===== config.mk =====
export PLATFORM = sky130hd
export DESIGN_NAME = multifunction_timer
export DESIGN_NICKNAME = d
export VERILOG_FILES = /design/src/include/mft_pkg.sv /design/src/edge_detect.sv /design/src/prescaler.sv /design/src/multifunction_timer.sv
export SDC_FILE = /design/constraint.sdc
export NUM_CORES = 1
export LEC_CHECK = 0
export BUFFER_PORTS_ARGS = -buffer_cell sky130_fd_sc_hd__buf_4
export CAP_MARGIN = 20
export CORE_ASPECT_RATIO = 1.4
export CORE_UTILIZATION = 35
export CTS_CLUSTER_SIZE = 20
export DETAILED_ROUTE_END_ITERATION = 8
export PLACE_DENSITY = 0.6
export SLEW_MARGIN = 20
export SYNTH_ARGS = -nofsm -noshare
export SYNTH_HDL_FRONTEND = slang
export SYNTH_SLANG_ARGS = --single-unit

===== constraint.sdc =====
create_clock -name mclk_i -period 3.52 [get_ports mclk_i]
set_input_delay 0.176 -clock mclk_i [delete_from_list [all_inputs] [get_ports mclk_i]]
set_output_delay 0.176 -clock mclk_i [all_outputs]
set_load 0.03 [all_outputs]

===== src/include/mft_pkg.sv =====
// Package for the multifunction timer: offsets, fields, resets, types.
// Assumes a byte-addressed word register port, 8 address bits.
package mft_pkg;
	localparam int ADDR_W   = 8;
	localparam int DATA_W   = 32;
	localparam int CNT_W    = 16;
	localparam int PRE_W    = 8;
	localparam int IO_COUNT = 26;
	localparam int ROUTE_W  = 8;
	localparam int IRQ_W    = 4;

	// Register offsets
	localparam logic [7:0] OFF_MODE_CONTROL = 8'h00;
	localparam logic [7:0] OFF_CLOCK_SELECT = 8'h04;
	localparam logic [7:0] OFF_PRESCALER    = 8'h08;
	localparam logic [7:0] OFF_COUNTER_ONE  = 8'h0C;
	localparam logic [7:0] OFF_COUNTER_TWO  = 8'h10;
	localparam logic [7:0] OFF_RELOAD_A     = 8'h14;
	localparam logic [7:0] OFF_RELOAD_B     = 8'h18;
	localparam logic [7:0] OFF_IRQ_ENABLE   = 8'h1C;
	localparam logic [7:0] OFF_IRQ_PENDING  = 8'h20;
	localparam logic [7:0] OFF_ROUTING      = 8'h44;

	// Reset values
	localparam logic [31:0] MODE_CONTROL_RST = 32'h00000000;
	localparam logic [31:0] CLOCK_SELECT_RST = 32'h00000000;
	localparam logic [7:0]  PRESCALER_RST    = 8'h00;
	localparam logic [15:0] COUNTER_RST      = 16'h0000;
	localparam logic [15:0] RELOAD_RST       = 16'h0000;
	localparam logic [3:0]  IRQ_RST          = 4'h0;
	localparam logic [31:0] ROUTING_RST      = 32'h00000000;

	// Counter presets
	localparam logic [15:0] CNT_PRESET = 16'hFFFF;
	localparam logic [15:0] CNT_ZERO   = 16'h0000;

	// Routing field positions
	localparam int ROUTE_T1A_LSB = 0;
	localparam int ROUTE_T1B_LSB = 8;
	localparam int ROUTE_T2A_LSB = 16;
	localparam int ROUTE_T2B_LSB = 24;

	// Pending and enable bit positions
	localparam int IRQ_A = 0;
	localparam int IRQ_B = 1;
	localparam int IRQ_C = 2;
	localparam int IRQ_D = 3;

	typedef enum logic [1:0] {
		MODE_PWM            = 2'h0,
		MODE_DUAL_CAPTURE   = 2'h1,
		MODE_DUAL_TIMER     = 2'h2,
		MODE_SINGLE_CAPTURE = 2'h3
	} mode_e;

	typedef enum logic [2:0] {
		CLK_NONE       = 3'h0,
		CLK_PRESCALED  = 3'h1,
		CLK_EVENT      = 3'h2,
		CLK_ACCUMULATE = 3'h3
	} clk_src_e;

	typedef enum logic [1:0] {
		NEXT_RELOAD_A = 2'b01,
		NEXT_RELOAD_B = 2'b10
	} reload_order_e;

	typedef struct packed {
		logic [22:0] reserved;
		logic        pin_b_preset;
		logic        pin_a_preset;
		logic        pin_b_rising;
		logic        pin_a_rising;
		logic        pulse_train;
		logic        initial_output_level;
		logic        enable;
		mode_e       mode_select_field;
	} mode_control_s;

	typedef struct packed {
		logic [24:0] reserved;
		clk_src_e    two;
		logic        gap;
		clk_src_e    one;
	} clock_select_s;
endpackage


===== src/edge_detect.sv =====
// Programmable edge detector for one timer pin.
// Assumes the pin is already synchronous to the clock.
module edge_detect (
	// Clock and reset
	input  wire logic mclk_i,
	input  wire logic rst_n_i,
	// Pin and polarity
	input  wire logic pin_i,
	input  wire logic rising_i,
	// Event
	output logic      edge_o
);
	logic prev;
	logic next_prev;

	// Previous level tracks the pin
	always_comb begin
		next_prev = pin_i;
	end

	always_ff @(posedge mclk_i) begin
		if (!rst_n_i) begin
			prev <= 1'b0;
		end else begin
			prev <= next_prev;
		end
	end

	// Chosen edge only, so a glitch of either polarity still gives one event at its chosen edge
	assign edge_o = rising_i ? (pin_i & ~prev) : (~pin_i & prev);
endmodule


===== src/prescaler.sv =====
// Eight-bit prescaler: one enable pulse every divisor+1 system clocks.
// Assumes the divisor may change at any time; a new value takes effect at once, against the running count.
module prescaler (
	// Clock and reset
	input  wire logic             mclk_i,
	input  wire logic             rst_n_i,
	// Control
	input  wire logic             run_i,
	input  wire logic [7:0]       div_i,
	// Enable pulse
	output logic                  tick_o
);
	logic [7:0] count;
	logic [7:0] next_count;
	logic       next_tick;

	// Count up to the divisor, then pulse and wrap
	always_comb begin
		next_count = count;
		next_tick  = 1'b0;
		if (!run_i) begin
			next_count = 8'h00;
		end else if (count >= div_i) begin
			next_count = 8'h00;
			next_tick  = 1'b1;
		end else begin
			next_count = count + 8'h01;
		end
	end

	always_ff @(posedge mclk_i) begin
		if (!rst_n_i) begin
			count  <= 8'h00;
			tick_o <= 1'b0;
		end else begin
			count  <= next_count;
			tick_o <= next_tick;
		end
	end
endmodule


===== src/multifunction_timer.sv =====
// Multifunction timer: two down-counters, two reload/capture registers, PWM.
// Assumes a single-cycle register port and pins synchronous to mclk_i.
module multifunction_timer #(
	parameter logic TIMER_UNIT = 1'b0
) (
	// Clock and reset
	input  wire logic        mclk_i,
	input  wire logic        rst_n_i,
	// Register port
	input  wire logic [7:0]  addr_i,
	input  wire logic [31:0] wdata_i,
	input  wire logic        wr_i,
	input  wire logic        rd_i,
	output logic      [31:0] rdata_o,
	// Timer pins and routed IO
	input  wire logic        pin_a_i,
	input  wire logic        pin_b_i,
	input  wire logic [25:0] io_i,
	output logic             pwm_output_pin_o,
	output logic             pin_a_oe_o,
	// Interrupts
	output logic             irq_one_o,
	output logic             irq_two_o
);
	mft_pkg::mode_control_s timer_mode_control;
	mft_pkg::mode_control_s next_mode_control;
	mft_pkg::clock_select_s counter_clock_select;
	mft_pkg::clock_select_s next_clock_select;
	mft_pkg::reload_order_e reload_order;
	mft_pkg::reload_order_e next_reload_order;
	logic [7:0]  prescale_div;
	logic [7:0]  next_prescale_div;
	logic [15:0] counter_one;
	logic [15:0] next_counter_one;
	logic [15:0] counter_two;
	logic [15:0] next_counter_two;
	logic [15:0] reload_capture_a;
	logic [15:0] next_reload_capture_a;
	logic [15:0] reload_capture_b;
	logic [15:0] next_reload_capture_b;
	logic [3:0]  irq_enable;
	logic [3:0]  next_irq_enable;
	logic [3:0]  irq_pending;
	logic [3:0]  next_irq_pending;
	logic [31:0] timer_input_routing;
	logic [31:0] next_routing;
	logic        train_stopped;
	logic        next_train_stopped;
	logic        next_pin;
	logic        next_oe;
	logic        next_irq_one;
	logic        next_irq_two;
	logic [31:0] next_rdata;

	// Bus decode
	logic        wr_ctrl;
	logic        wr_clk;
	logic        wr_pre;
	logic        wr_cnt1;
	logic        wr_cnt2;
	logic        wr_cra;
	logic        wr_crb;
	logic        wr_ien;
	logic        wr_pend;
	logic        wr_route;

	// Pin sourcing and events
	logic [7:0]  route_a_code;
	logic [7:0]  route_b_code;
	logic        routed;
	logic        pin_a_src;
	logic        pin_b_src;
	logic        edge_a;
	logic        edge_b;
	logic        pre_tick;

	// Counter timing
	mft_pkg::mode_e mode;
	logic        is_train;
	logic        run_one;
	logic        tick_one;
	logic        tick_two;
	logic        under_one;
	logic        under_two;
	logic [3:0]  set_pend;

	// Pick one IO by routing code; codes past the last IO read low
	function automatic logic route_pick(input logic [7:0] code, input logic [25:0] io);
		logic hit;
		hit = 1'b0;
		if (code < 8'h1A) begin
			hit = io[code[4:0]];
		end
		return hit;
	endfunction

	// Counting pulse for one clock source choice
	function automatic logic source_tick(input mft_pkg::clk_src_e src, input logic pre,
			input logic b_edge, input logic b_level);
		logic t;
		t = 1'b0;
		case (src)
			mft_pkg::CLK_PRESCALED:  t = pre;
			mft_pkg::CLK_EVENT:      t = b_edge;
			mft_pkg::CLK_ACCUMULATE: t = pre & b_level;
			default:                 t = 1'b0;
		endcase
		return t;
	endfunction

	// Write strobes per register
	always_comb begin
		wr_ctrl  = wr_i && (addr_i == mft_pkg::OFF_MODE_CONTROL);
		wr_clk   = wr_i && (addr_i == mft_pkg::OFF_CLOCK_SELECT);
		wr_pre   = wr_i && (addr_i == mft_pkg::OFF_PRESCALER);
		wr_cnt1  = wr_i && (addr_i == mft_pkg::OFF_COUNTER_ONE);
		wr_cnt2  = wr_i && (addr_i == mft_pkg::OFF_COUNTER_TWO);
		wr_cra   = wr_i && (addr_i == mft_pkg::OFF_RELOAD_A);
		wr_crb   = wr_i && (addr_i == mft_pkg::OFF_RELOAD_B);
		wr_ien   = wr_i && (addr_i == mft_pkg::OFF_IRQ_ENABLE);
		wr_pend  = wr_i && (addr_i == mft_pkg::OFF_IRQ_PENDING);
		wr_route = wr_i && (addr_i == mft_pkg::OFF_ROUTING);
	end

	// Pin sources: routed IO only in the capture modes
	always_comb begin
		mode = timer_mode_control.mode_select_field;
		if (TIMER_UNIT) begin
			route_a_code = timer_input_routing[mft_pkg::ROUTE_T2A_LSB +: mft_pkg::ROUTE_W];
			route_b_code = timer_input_routing[mft_pkg::ROUTE_T2B_LSB +: mft_pkg::ROUTE_W];
		end else begin
			route_a_code = timer_input_routing[mft_pkg::ROUTE_T1A_LSB +: mft_pkg::ROUTE_W];
			route_b_code = timer_input_routing[mft_pkg::ROUTE_T1B_LSB +: mft_pkg::ROUTE_W];
		end
		routed    = (mode == mft_pkg::MODE_DUAL_CAPTURE) || (mode == mft_pkg::MODE_SINGLE_CAPTURE);
		pin_a_src = routed ? route_pick(route_a_code, io_i) : pin_a_i;
		pin_b_src = routed ? route_pick(route_b_code, io_i) : pin_b_i;
	end

	edge_detect u_edge_a (
		.mclk_i   (mclk_i),
		.rst_n_i  (rst_n_i),
		.pin_i    (pin_a_src),
		.rising_i (timer_mode_control.pin_a_rising),
		.edge_o   (edge_a)
	);

	edge_detect u_edge_b (
		.mclk_i   (mclk_i),
		.rst_n_i  (rst_n_i),
		.pin_i    (pin_b_src),
		.rising_i (timer_mode_control.pin_b_rising),
		.edge_o   (edge_b)
	);

	prescaler u_prescaler (
		.mclk_i  (mclk_i),
		.rst_n_i (rst_n_i),
		.run_i   (timer_mode_control.enable),
		.div_i   (prescale_div),
		.tick_o  (pre_tick)
	);

	// Counting pulses and underflow detection
	always_comb begin
		is_train = (mode == mft_pkg::MODE_PWM) && timer_mode_control.pulse_train;
		run_one  = timer_mode_control.enable && (counter_clock_select.one != mft_pkg::CLK_NONE)
			&& !(is_train && train_stopped);
		tick_one = run_one && source_tick(counter_clock_select.one, pre_tick, edge_b, pin_b_src);
		// Pin B is a capture input here, so every source but the prescaled one stops counter one
		if ((mode == mft_pkg::MODE_DUAL_CAPTURE) && (counter_clock_select.one != mft_pkg::CLK_PRESCALED)) begin
			tick_one = 1'b0;
		end
		under_one = tick_one && (counter_one == mft_pkg::CNT_ZERO);
		if (is_train) begin
			tick_two = under_one;
		end else begin
			tick_two = timer_mode_control.enable
				&& source_tick(counter_clock_select.two, pre_tick, edge_b, pin_b_src);
		end
		under_two = tick_two && (counter_two == mft_pkg::CNT_ZERO);
	end

	// Counters, reload/capture registers, PWM pin and pending flags
	always_comb begin
		next_counter_one      = counter_one;
		next_counter_two      = counter_two;
		next_reload_capture_a = reload_capture_a;
		next_reload_capture_b = reload_capture_b;
		next_reload_order     = reload_order;
		next_train_stopped    = train_stopped;
		next_pin              = pwm_output_pin_o;
		set_pend              = 4'h0;

		// Counter one
		if (tick_one) begin
			next_counter_one = counter_one - 16'h0001;
		end
		if (under_one) begin
			case (mode)
				mft_pkg::MODE_PWM: begin
					if (reload_order == mft_pkg::NEXT_RELOAD_A) begin
						next_counter_one  = reload_capture_a;
						next_reload_order = mft_pkg::NEXT_RELOAD_B;
						set_pend[mft_pkg::IRQ_A] = 1'b1;
					end else begin
						next_counter_one  = reload_capture_b;
						next_reload_order = mft_pkg::NEXT_RELOAD_A;
						set_pend[mft_pkg::IRQ_B] = 1'b1;
					end
					next_pin = ~pwm_output_pin_o;
				end
				mft_pkg::MODE_DUAL_TIMER: begin
					next_counter_one = reload_capture_a;
					next_pin = ~pwm_output_pin_o;
					set_pend[mft_pkg::IRQ_C] = 1'b1;
				end
				mft_pkg::MODE_SINGLE_CAPTURE: begin
					next_counter_one = reload_capture_a;
					set_pend[mft_pkg::IRQ_C] = 1'b1;
				end
				default: begin
					next_counter_one = mft_pkg::CNT_PRESET;
					set_pend[mft_pkg::IRQ_C] = 1'b1;
				end
			endcase
		end

		// Any stop or mode change rearms the first reload from A
		if (!run_one || (mode != mft_pkg::MODE_PWM)) begin
			next_reload_order = mft_pkg::NEXT_RELOAD_A;
		end
		// Idle pin follows the level being written, so a start in that same write begins there
		if (!run_one) begin
			next_pin = next_mode_control.initial_output_level;
		end

		// Captures
		if (timer_mode_control.enable && (mode == mft_pkg::MODE_DUAL_CAPTURE) && edge_a) begin
			next_reload_capture_a = counter_one;
			set_pend[mft_pkg::IRQ_A] = 1'b1;
			if (timer_mode_control.pin_a_preset) begin
				next_counter_one = mft_pkg::CNT_PRESET;
			end
		end
		if (timer_mode_control.enable && routed && edge_b) begin
			next_reload_capture_b = counter_one;
			set_pend[mft_pkg::IRQ_B] = 1'b1;
			if (timer_mode_control.pin_b_preset) begin
				next_counter_one = mft_pkg::CNT_PRESET;
			end
		end

		// Counter two
		if (tick_two) begin
			next_counter_two = counter_two - 16'h0001;
		end
		if (under_two) begin
			set_pend[mft_pkg::IRQ_D] = 1'b1;
			if (is_train) begin
				// Pulse count exhausted: hold at zero and freeze counter one
				next_counter_two   = mft_pkg::CNT_ZERO;
				next_train_stopped = 1'b1;
			end else if (mode == mft_pkg::MODE_DUAL_TIMER) begin
				next_counter_two = reload_capture_b;
			end else begin
				next_counter_two = mft_pkg::CNT_PRESET;
			end
		end
		if (!is_train) begin
			next_train_stopped = 1'b0;
		end

		// Software writes take precedence over counting
		if (wr_cnt1) begin
			next_counter_one = wdata_i[15:0];
		end
		if (wr_cnt2) begin
			next_counter_two   = wdata_i[15:0];
			next_train_stopped = 1'b0;
		end
		if (wr_cra) begin
			next_reload_capture_a = wdata_i[15:0];
		end
		if (wr_crb) begin
			next_reload_capture_b = wdata_i[15:0];
		end

		// Hardware set wins over a software clear in the same cycle
		next_irq_pending = irq_pending;
		if (wr_pend) begin
			next_irq_pending = irq_pending & ~wdata_i[3:0];
		end
		next_irq_pending = next_irq_pending | set_pend;

		// One line per counter, each gated by its own enables
		next_irq_one = |(next_irq_pending[2:0] & irq_enable[2:0]);
		next_irq_two = next_irq_pending[mft_pkg::IRQ_D] & irq_enable[mft_pkg::IRQ_D];
		next_oe = timer_mode_control.enable
			&& ((mode == mft_pkg::MODE_PWM) || (mode == mft_pkg::MODE_DUAL_TIMER));
	end

	// Configuration registers; reserved bits are stored as zero
	always_comb begin
		next_mode_control = timer_mode_control;
		next_clock_select = counter_clock_select;
		next_prescale_div = prescale_div;
		next_irq_enable   = irq_enable;
		next_routing      = timer_input_routing;
		if (wr_ctrl) begin
			next_mode_control          = mft_pkg::mode_control_s'(wdata_i);
			next_mode_control.reserved = '0;
		end
		if (wr_clk) begin
			next_clock_select          = mft_pkg::clock_select_s'(wdata_i);
			next_clock_select.reserved = '0;
			next_clock_select.gap      = 1'b0;
		end
		if (wr_pre) begin
			next_prescale_div = wdata_i[7:0];
		end
		if (wr_ien) begin
			next_irq_enable = wdata_i[3:0];
		end
		if (wr_route) begin
			next_routing = wdata_i;
		end
	end

	// Read data stand only in the cycle after the strobe
	always_comb begin
		next_rdata = 32'h00000000;
		if (rd_i) begin
			if (addr_i == mft_pkg::OFF_MODE_CONTROL) begin
				next_rdata = timer_mode_control;
			end else if (addr_i == mft_pkg::OFF_CLOCK_SELECT) begin
				next_rdata = counter_clock_select;
			end else if (addr_i == mft_pkg::OFF_PRESCALER) begin
				next_rdata = {24'h000000, prescale_div};
			end else if (addr_i == mft_pkg::OFF_COUNTER_ONE) begin
				next_rdata = {16'h0000, counter_one};
			end else if (addr_i == mft_pkg::OFF_COUNTER_TWO) begin
				next_rdata = {16'h0000, counter_two};
			end else if (addr_i == mft_pkg::OFF_RELOAD_A) begin
				next_rdata = {16'h0000, reload_capture_a};
			end else if (addr_i == mft_pkg::OFF_RELOAD_B) begin
				next_rdata = {16'h0000, reload_capture_b};
			end else if (addr_i == mft_pkg::OFF_IRQ_ENABLE) begin
				next_rdata = {28'h0000000, irq_enable};
			end else if (addr_i == mft_pkg::OFF_IRQ_PENDING) begin
				next_rdata = {28'h0000000, irq_pending};
			end else if (addr_i == mft_pkg::OFF_ROUTING) begin
				next_rdata = timer_input_routing;
			end
		end
	end

	// State registers
	always_ff @(posedge mclk_i) begin
		if (!rst_n_i) begin
			timer_mode_control   <= mft_pkg::mode_control_s'(mft_pkg::MODE_CONTROL_RST);
			counter_clock_select <= mft_pkg::clock_select_s'(mft_pkg::CLOCK_SELECT_RST);
			prescale_div         <= mft_pkg::PRESCALER_RST;
			counter_one          <= mft_pkg::COUNTER_RST;
			counter_two          <= mft_pkg::COUNTER_RST;
			reload_capture_a     <= mft_pkg::RELOAD_RST;
			reload_capture_b     <= mft_pkg::RELOAD_RST;
			irq_enable           <= mft_pkg::IRQ_RST;
			irq_pending          <= mft_pkg::IRQ_RST;
			timer_input_routing  <= mft_pkg::ROUTING_RST;
			reload_order         <= mft_pkg::NEXT_RELOAD_A;
			train_stopped        <= 1'b0;
			pwm_output_pin_o     <= 1'b0;
			pin_a_oe_o           <= 1'b0;
			irq_one_o            <= 1'b0;
			irq_two_o            <= 1'b0;
			rdata_o              <= 32'h00000000;
		end else begin
			timer_mode_control   <= next_mode_control;
			counter_clock_select <= next_clock_select;
			prescale_div         <= next_prescale_div;
			counter_one          <= next_counter_one;
			counter_two          <= next_counter_two;
			reload_capture_a     <= next_reload_capture_a;
			reload_capture_b     <= next_reload_capture_b;
			irq_enable           <= next_irq_enable;
			irq_pending          <= next_irq_pending;
			timer_input_routing  <= next_routing;
			reload_order         <= next_reload_order;
			train_stopped        <= next_train_stopped;
			pwm_output_pin_o     <= next_pin;
			pin_a_oe_o           <= next_oe;
			irq_one_o            <= next_irq_one;
			irq_two_o            <= next_irq_two;
			rdata_o              <= next_rdata;
		end
	end
endmodule


==> impl_metrics.ini <==
[outcome]
outcome = finished clean

[synthesis]
ys_async_rst_share_pct = 0
mappedNetlistNets = 1211
syn_avg_cell_area_um2 = 8.37
synth_edf_count = 0
yosys-top-cells-count = nand2_1, dfxtp_1, clkbuf_1
post_synth_main_area_contributors = dfxtp_1, nand2_1, mux2i_1
yosys_register_bits = 177
postSynthCellCount = 1128
yosysSeqAreaShare_pct = 37.5
yosys.cell_count.top_type = nand2_1
yosys.area.top_type = dfxtp_1
synth_ff_type = dfxtp_1
synthesis.area_um2 = 9440
total_number_of_yosys_warnings = 0
yosysTopAreaCellShare_pct = 37.5
yosysUniqueCellTypes = 75

[global_route]
antenna_found_initial = 0
first_global_vias = 8618
grt_usage_pct = 24.1
global_route_wire_length_before_repair_um = 50400
grt_remaining_overflow = 0
maximum_number_of_pins_on_one_net_before_global_route_repair = 53

[worst_setup_path]
setup.worst_path.class = reg2reg
timing.critical_path.required_ns = 3.89
critical_path.startpoint = timer_input_routing[10]
crit_fanout = 14
critical_path.reg2reg.startpoint = timer_input_routing[10]
cp-start-kind = flip-flop
setup.worst_path.end_class = flip-flop
worstPathArrival_ns = 3.72

[sta]
final_max_slew_viol_count = 0
maxClockFrequency_mhz = 299
final-setup-viol-count = 0
finalCriticalPeriod_ns = 3.35
setup_repair_after_global_routing_missed_its_margin = no
report.final.hold_viol_count = 0
slew_headroom_pct = 29.5
worst_pin_slew_ns = 1.05
tns_ns = 0
timing.clock.skew_ns = 0.0163
fin_crit_sh_pct = 95.1

[clock_tree]
worstSkewPairLatency_ns = 0.45
postCtsSetupBuffers = 0
cts_buffers = 17
cts.sink_count = 177
worst_setup_hold_path_clk_slew_ns = 0.07
cts.htree.levels = 4
cts-root-to-sink-buffers = 2
tritoncts = done
cts_root_buffer = clkbuf_16

[route]
met3WireLength_um = 1810
dr_wl_met2_um = 16500
postRouteAntennaNets = 0
dr.max_layer_used = met4
dr_total_vias = 9111
post_drt_via_cell_ratio = 5.83
met1Wirelength_um = 13200
number_of_remaining_drc_errors = 0
drt-pass1-iter-count = 8
wl_per_cell_um = 21.2
wirelength_um = 33200
detail_route.iter0.violations = 903

[floorplan]
placeableCoreArea_um2 = 26300
die-area_um2 = 27600
fp.dieW_um = 141
rows = 70
fp.dieH_um = 196
initial_utilization_pct = 35.9
io_pins = 108

[job]
cap_viol_max_count = 0

[placement]
detailed_place_hpwl_um = 24200
gp_routability_congestion = 0.937
buffer_ports.inserted = 107

[power]
power.ir.vdd_worst_mv = 0.326
static_leakage_nw = 4.56
power-per-cell-area_nw_per_um2 = 379

[layout]
finalCoreUtilization_pct = 43.4
area_growth_syn_to_layout_pct = 20.9
antenna_diode_count = 0
fin_nets = 1309
layout-drive-gt1-share_pct = 16.7

[hold_path]
timing.hold.worst.class = in2reg
min-delay-start = wdata_i[16]
==> flip-flops by register name, summed over array words and instances (netlist names), 2 cells and up <==
signal,count
mode,2
u_prescaler.count,8
irq_pending,4
reload_capture_a,16
rdata_o,32
counter_one,16
prescale_div,8
timer_mode_control,7
reload_order,2
reload_capture_b,16
timer_input_routing,32
counter_clock_select,6
irq_enable,4
counter_two,16
==> power by group <==
group	internal, W	total, W	switching [W]
sequential	0.00201	0.00201	0.00000390
clock	0.00121	0.00206	0.000853
combinational	0.000110	0.000251	0.000141
total	0.00332	0.00432	0.000998
==> logic make-up (layout without fill, tap and decap cells) <==
| group | Yosys count | count (layout) | share of synthesized area, % |
|---|---|---|---|
| flip-flops | 177 | 177 | 37.5 |
| adder cells (fa/ha/maj) | 11 | 11 | 1.46 |
| XOR/XNOR | 8 | 8 | 0.742 |
| buffers and inverters | 112 | 222 | 4.90 |
| multiplexers | 81 | 81 | 9.79 |
| AO/OA/AOI/OAI | 342 | 342 | 25.9 |
| AND/OR/NAND/NOR | 397 | 397 | 19.6 |
==> layout make-up <==
cell class / count / area [µm²]
Multi-Input combinational cell: 839 / 5440
Inverter: 27 / 101
Fill cell: 2609 / 14900
Sequential cell: 177 / 3540
Clock buffer: 19 / 443
Timing Repair Buffer: 164 / 1300
Tap cell: 324 / 405
Clock inverter: 12 / 181
==> metrics by stage <==
step	power, W	instances	worst slack [ns]	cell area (µm²)	hold WS (ns)
6_report	0.00432	1562	0.171	11400	0.0127
5_1_grt	0.00444	1562	0.00266	11400	0.0251
4_1_cts	0.00434	1562	0.177	11400	0.00180
3_5_place_dp	0.00229	1515	0.200	10600	0.441
3_3_place_gp	0.00229	1515	0.219	10600	0.437
2_1_floorplan	0.00216	1128	0.433	9440	0.284
==> worst paths after layout <==
path                                  end  slack [ns]  depth (start not counted)
hold reg to reg   timer_input_routing[17]        0.46                          2
setup reg to reg           counter_two[6]        0.17                         11
hold / removal    timer_input_routing[16]        0.01                          3
setup / recovery           counter_two[6]        0.17                         11
==> routing by layer <==
layer / track usage (%) / up-vias
met1: 28.9 / 4355
li1: - / 4310
met3: 3.28 / 80
met2: 41.1 / 366
met5: 0 / -
met4: 13.8 / 0
==> worst max-delay path, stage by stage, from the launching register on <==
cell and delay [ns]:
dfxtp_1 0.44, buf_12 0.19, mux2_4 0.31, o22ai_2 0.14
nor3_1 0.08, o21a_1 0.23, or4_4 0.58, a2111oi_4 0.48
or2_1 0.35, buf_4 0.21, a221oi_2 0.07, a211oi_2 0.20
==> placed cells by master (no fill, tap or decap), drive strengths merged, types with 11 or more instances in the layout <==
cell	Yosys	layout
ha	11	11
nand2b	14	14
a31oi	20	20
dfxtp	177	177
o22ai	15	15
nor2b	19	19
buf	15	148
o21ai	71	71
inv	27	29
nand3	41	41
o211a	32	32
nor2	52	52
clkbuf	70	19
a21oi	41	41
a22oi	33	33
mux2i	68	68
nor3	18	18
dlygate4sd3	0	16
a21boi	59	59
nand2	185	185
and3	23	23
==> what timing repair did <==
action                     in CTS  in global routing
hold buffers                   16                  0
setup endpoints to repair       0                  4
resized for setup               0                  1
hold endpoints to repair       16                  0
(Power assumes the default switching activity.)
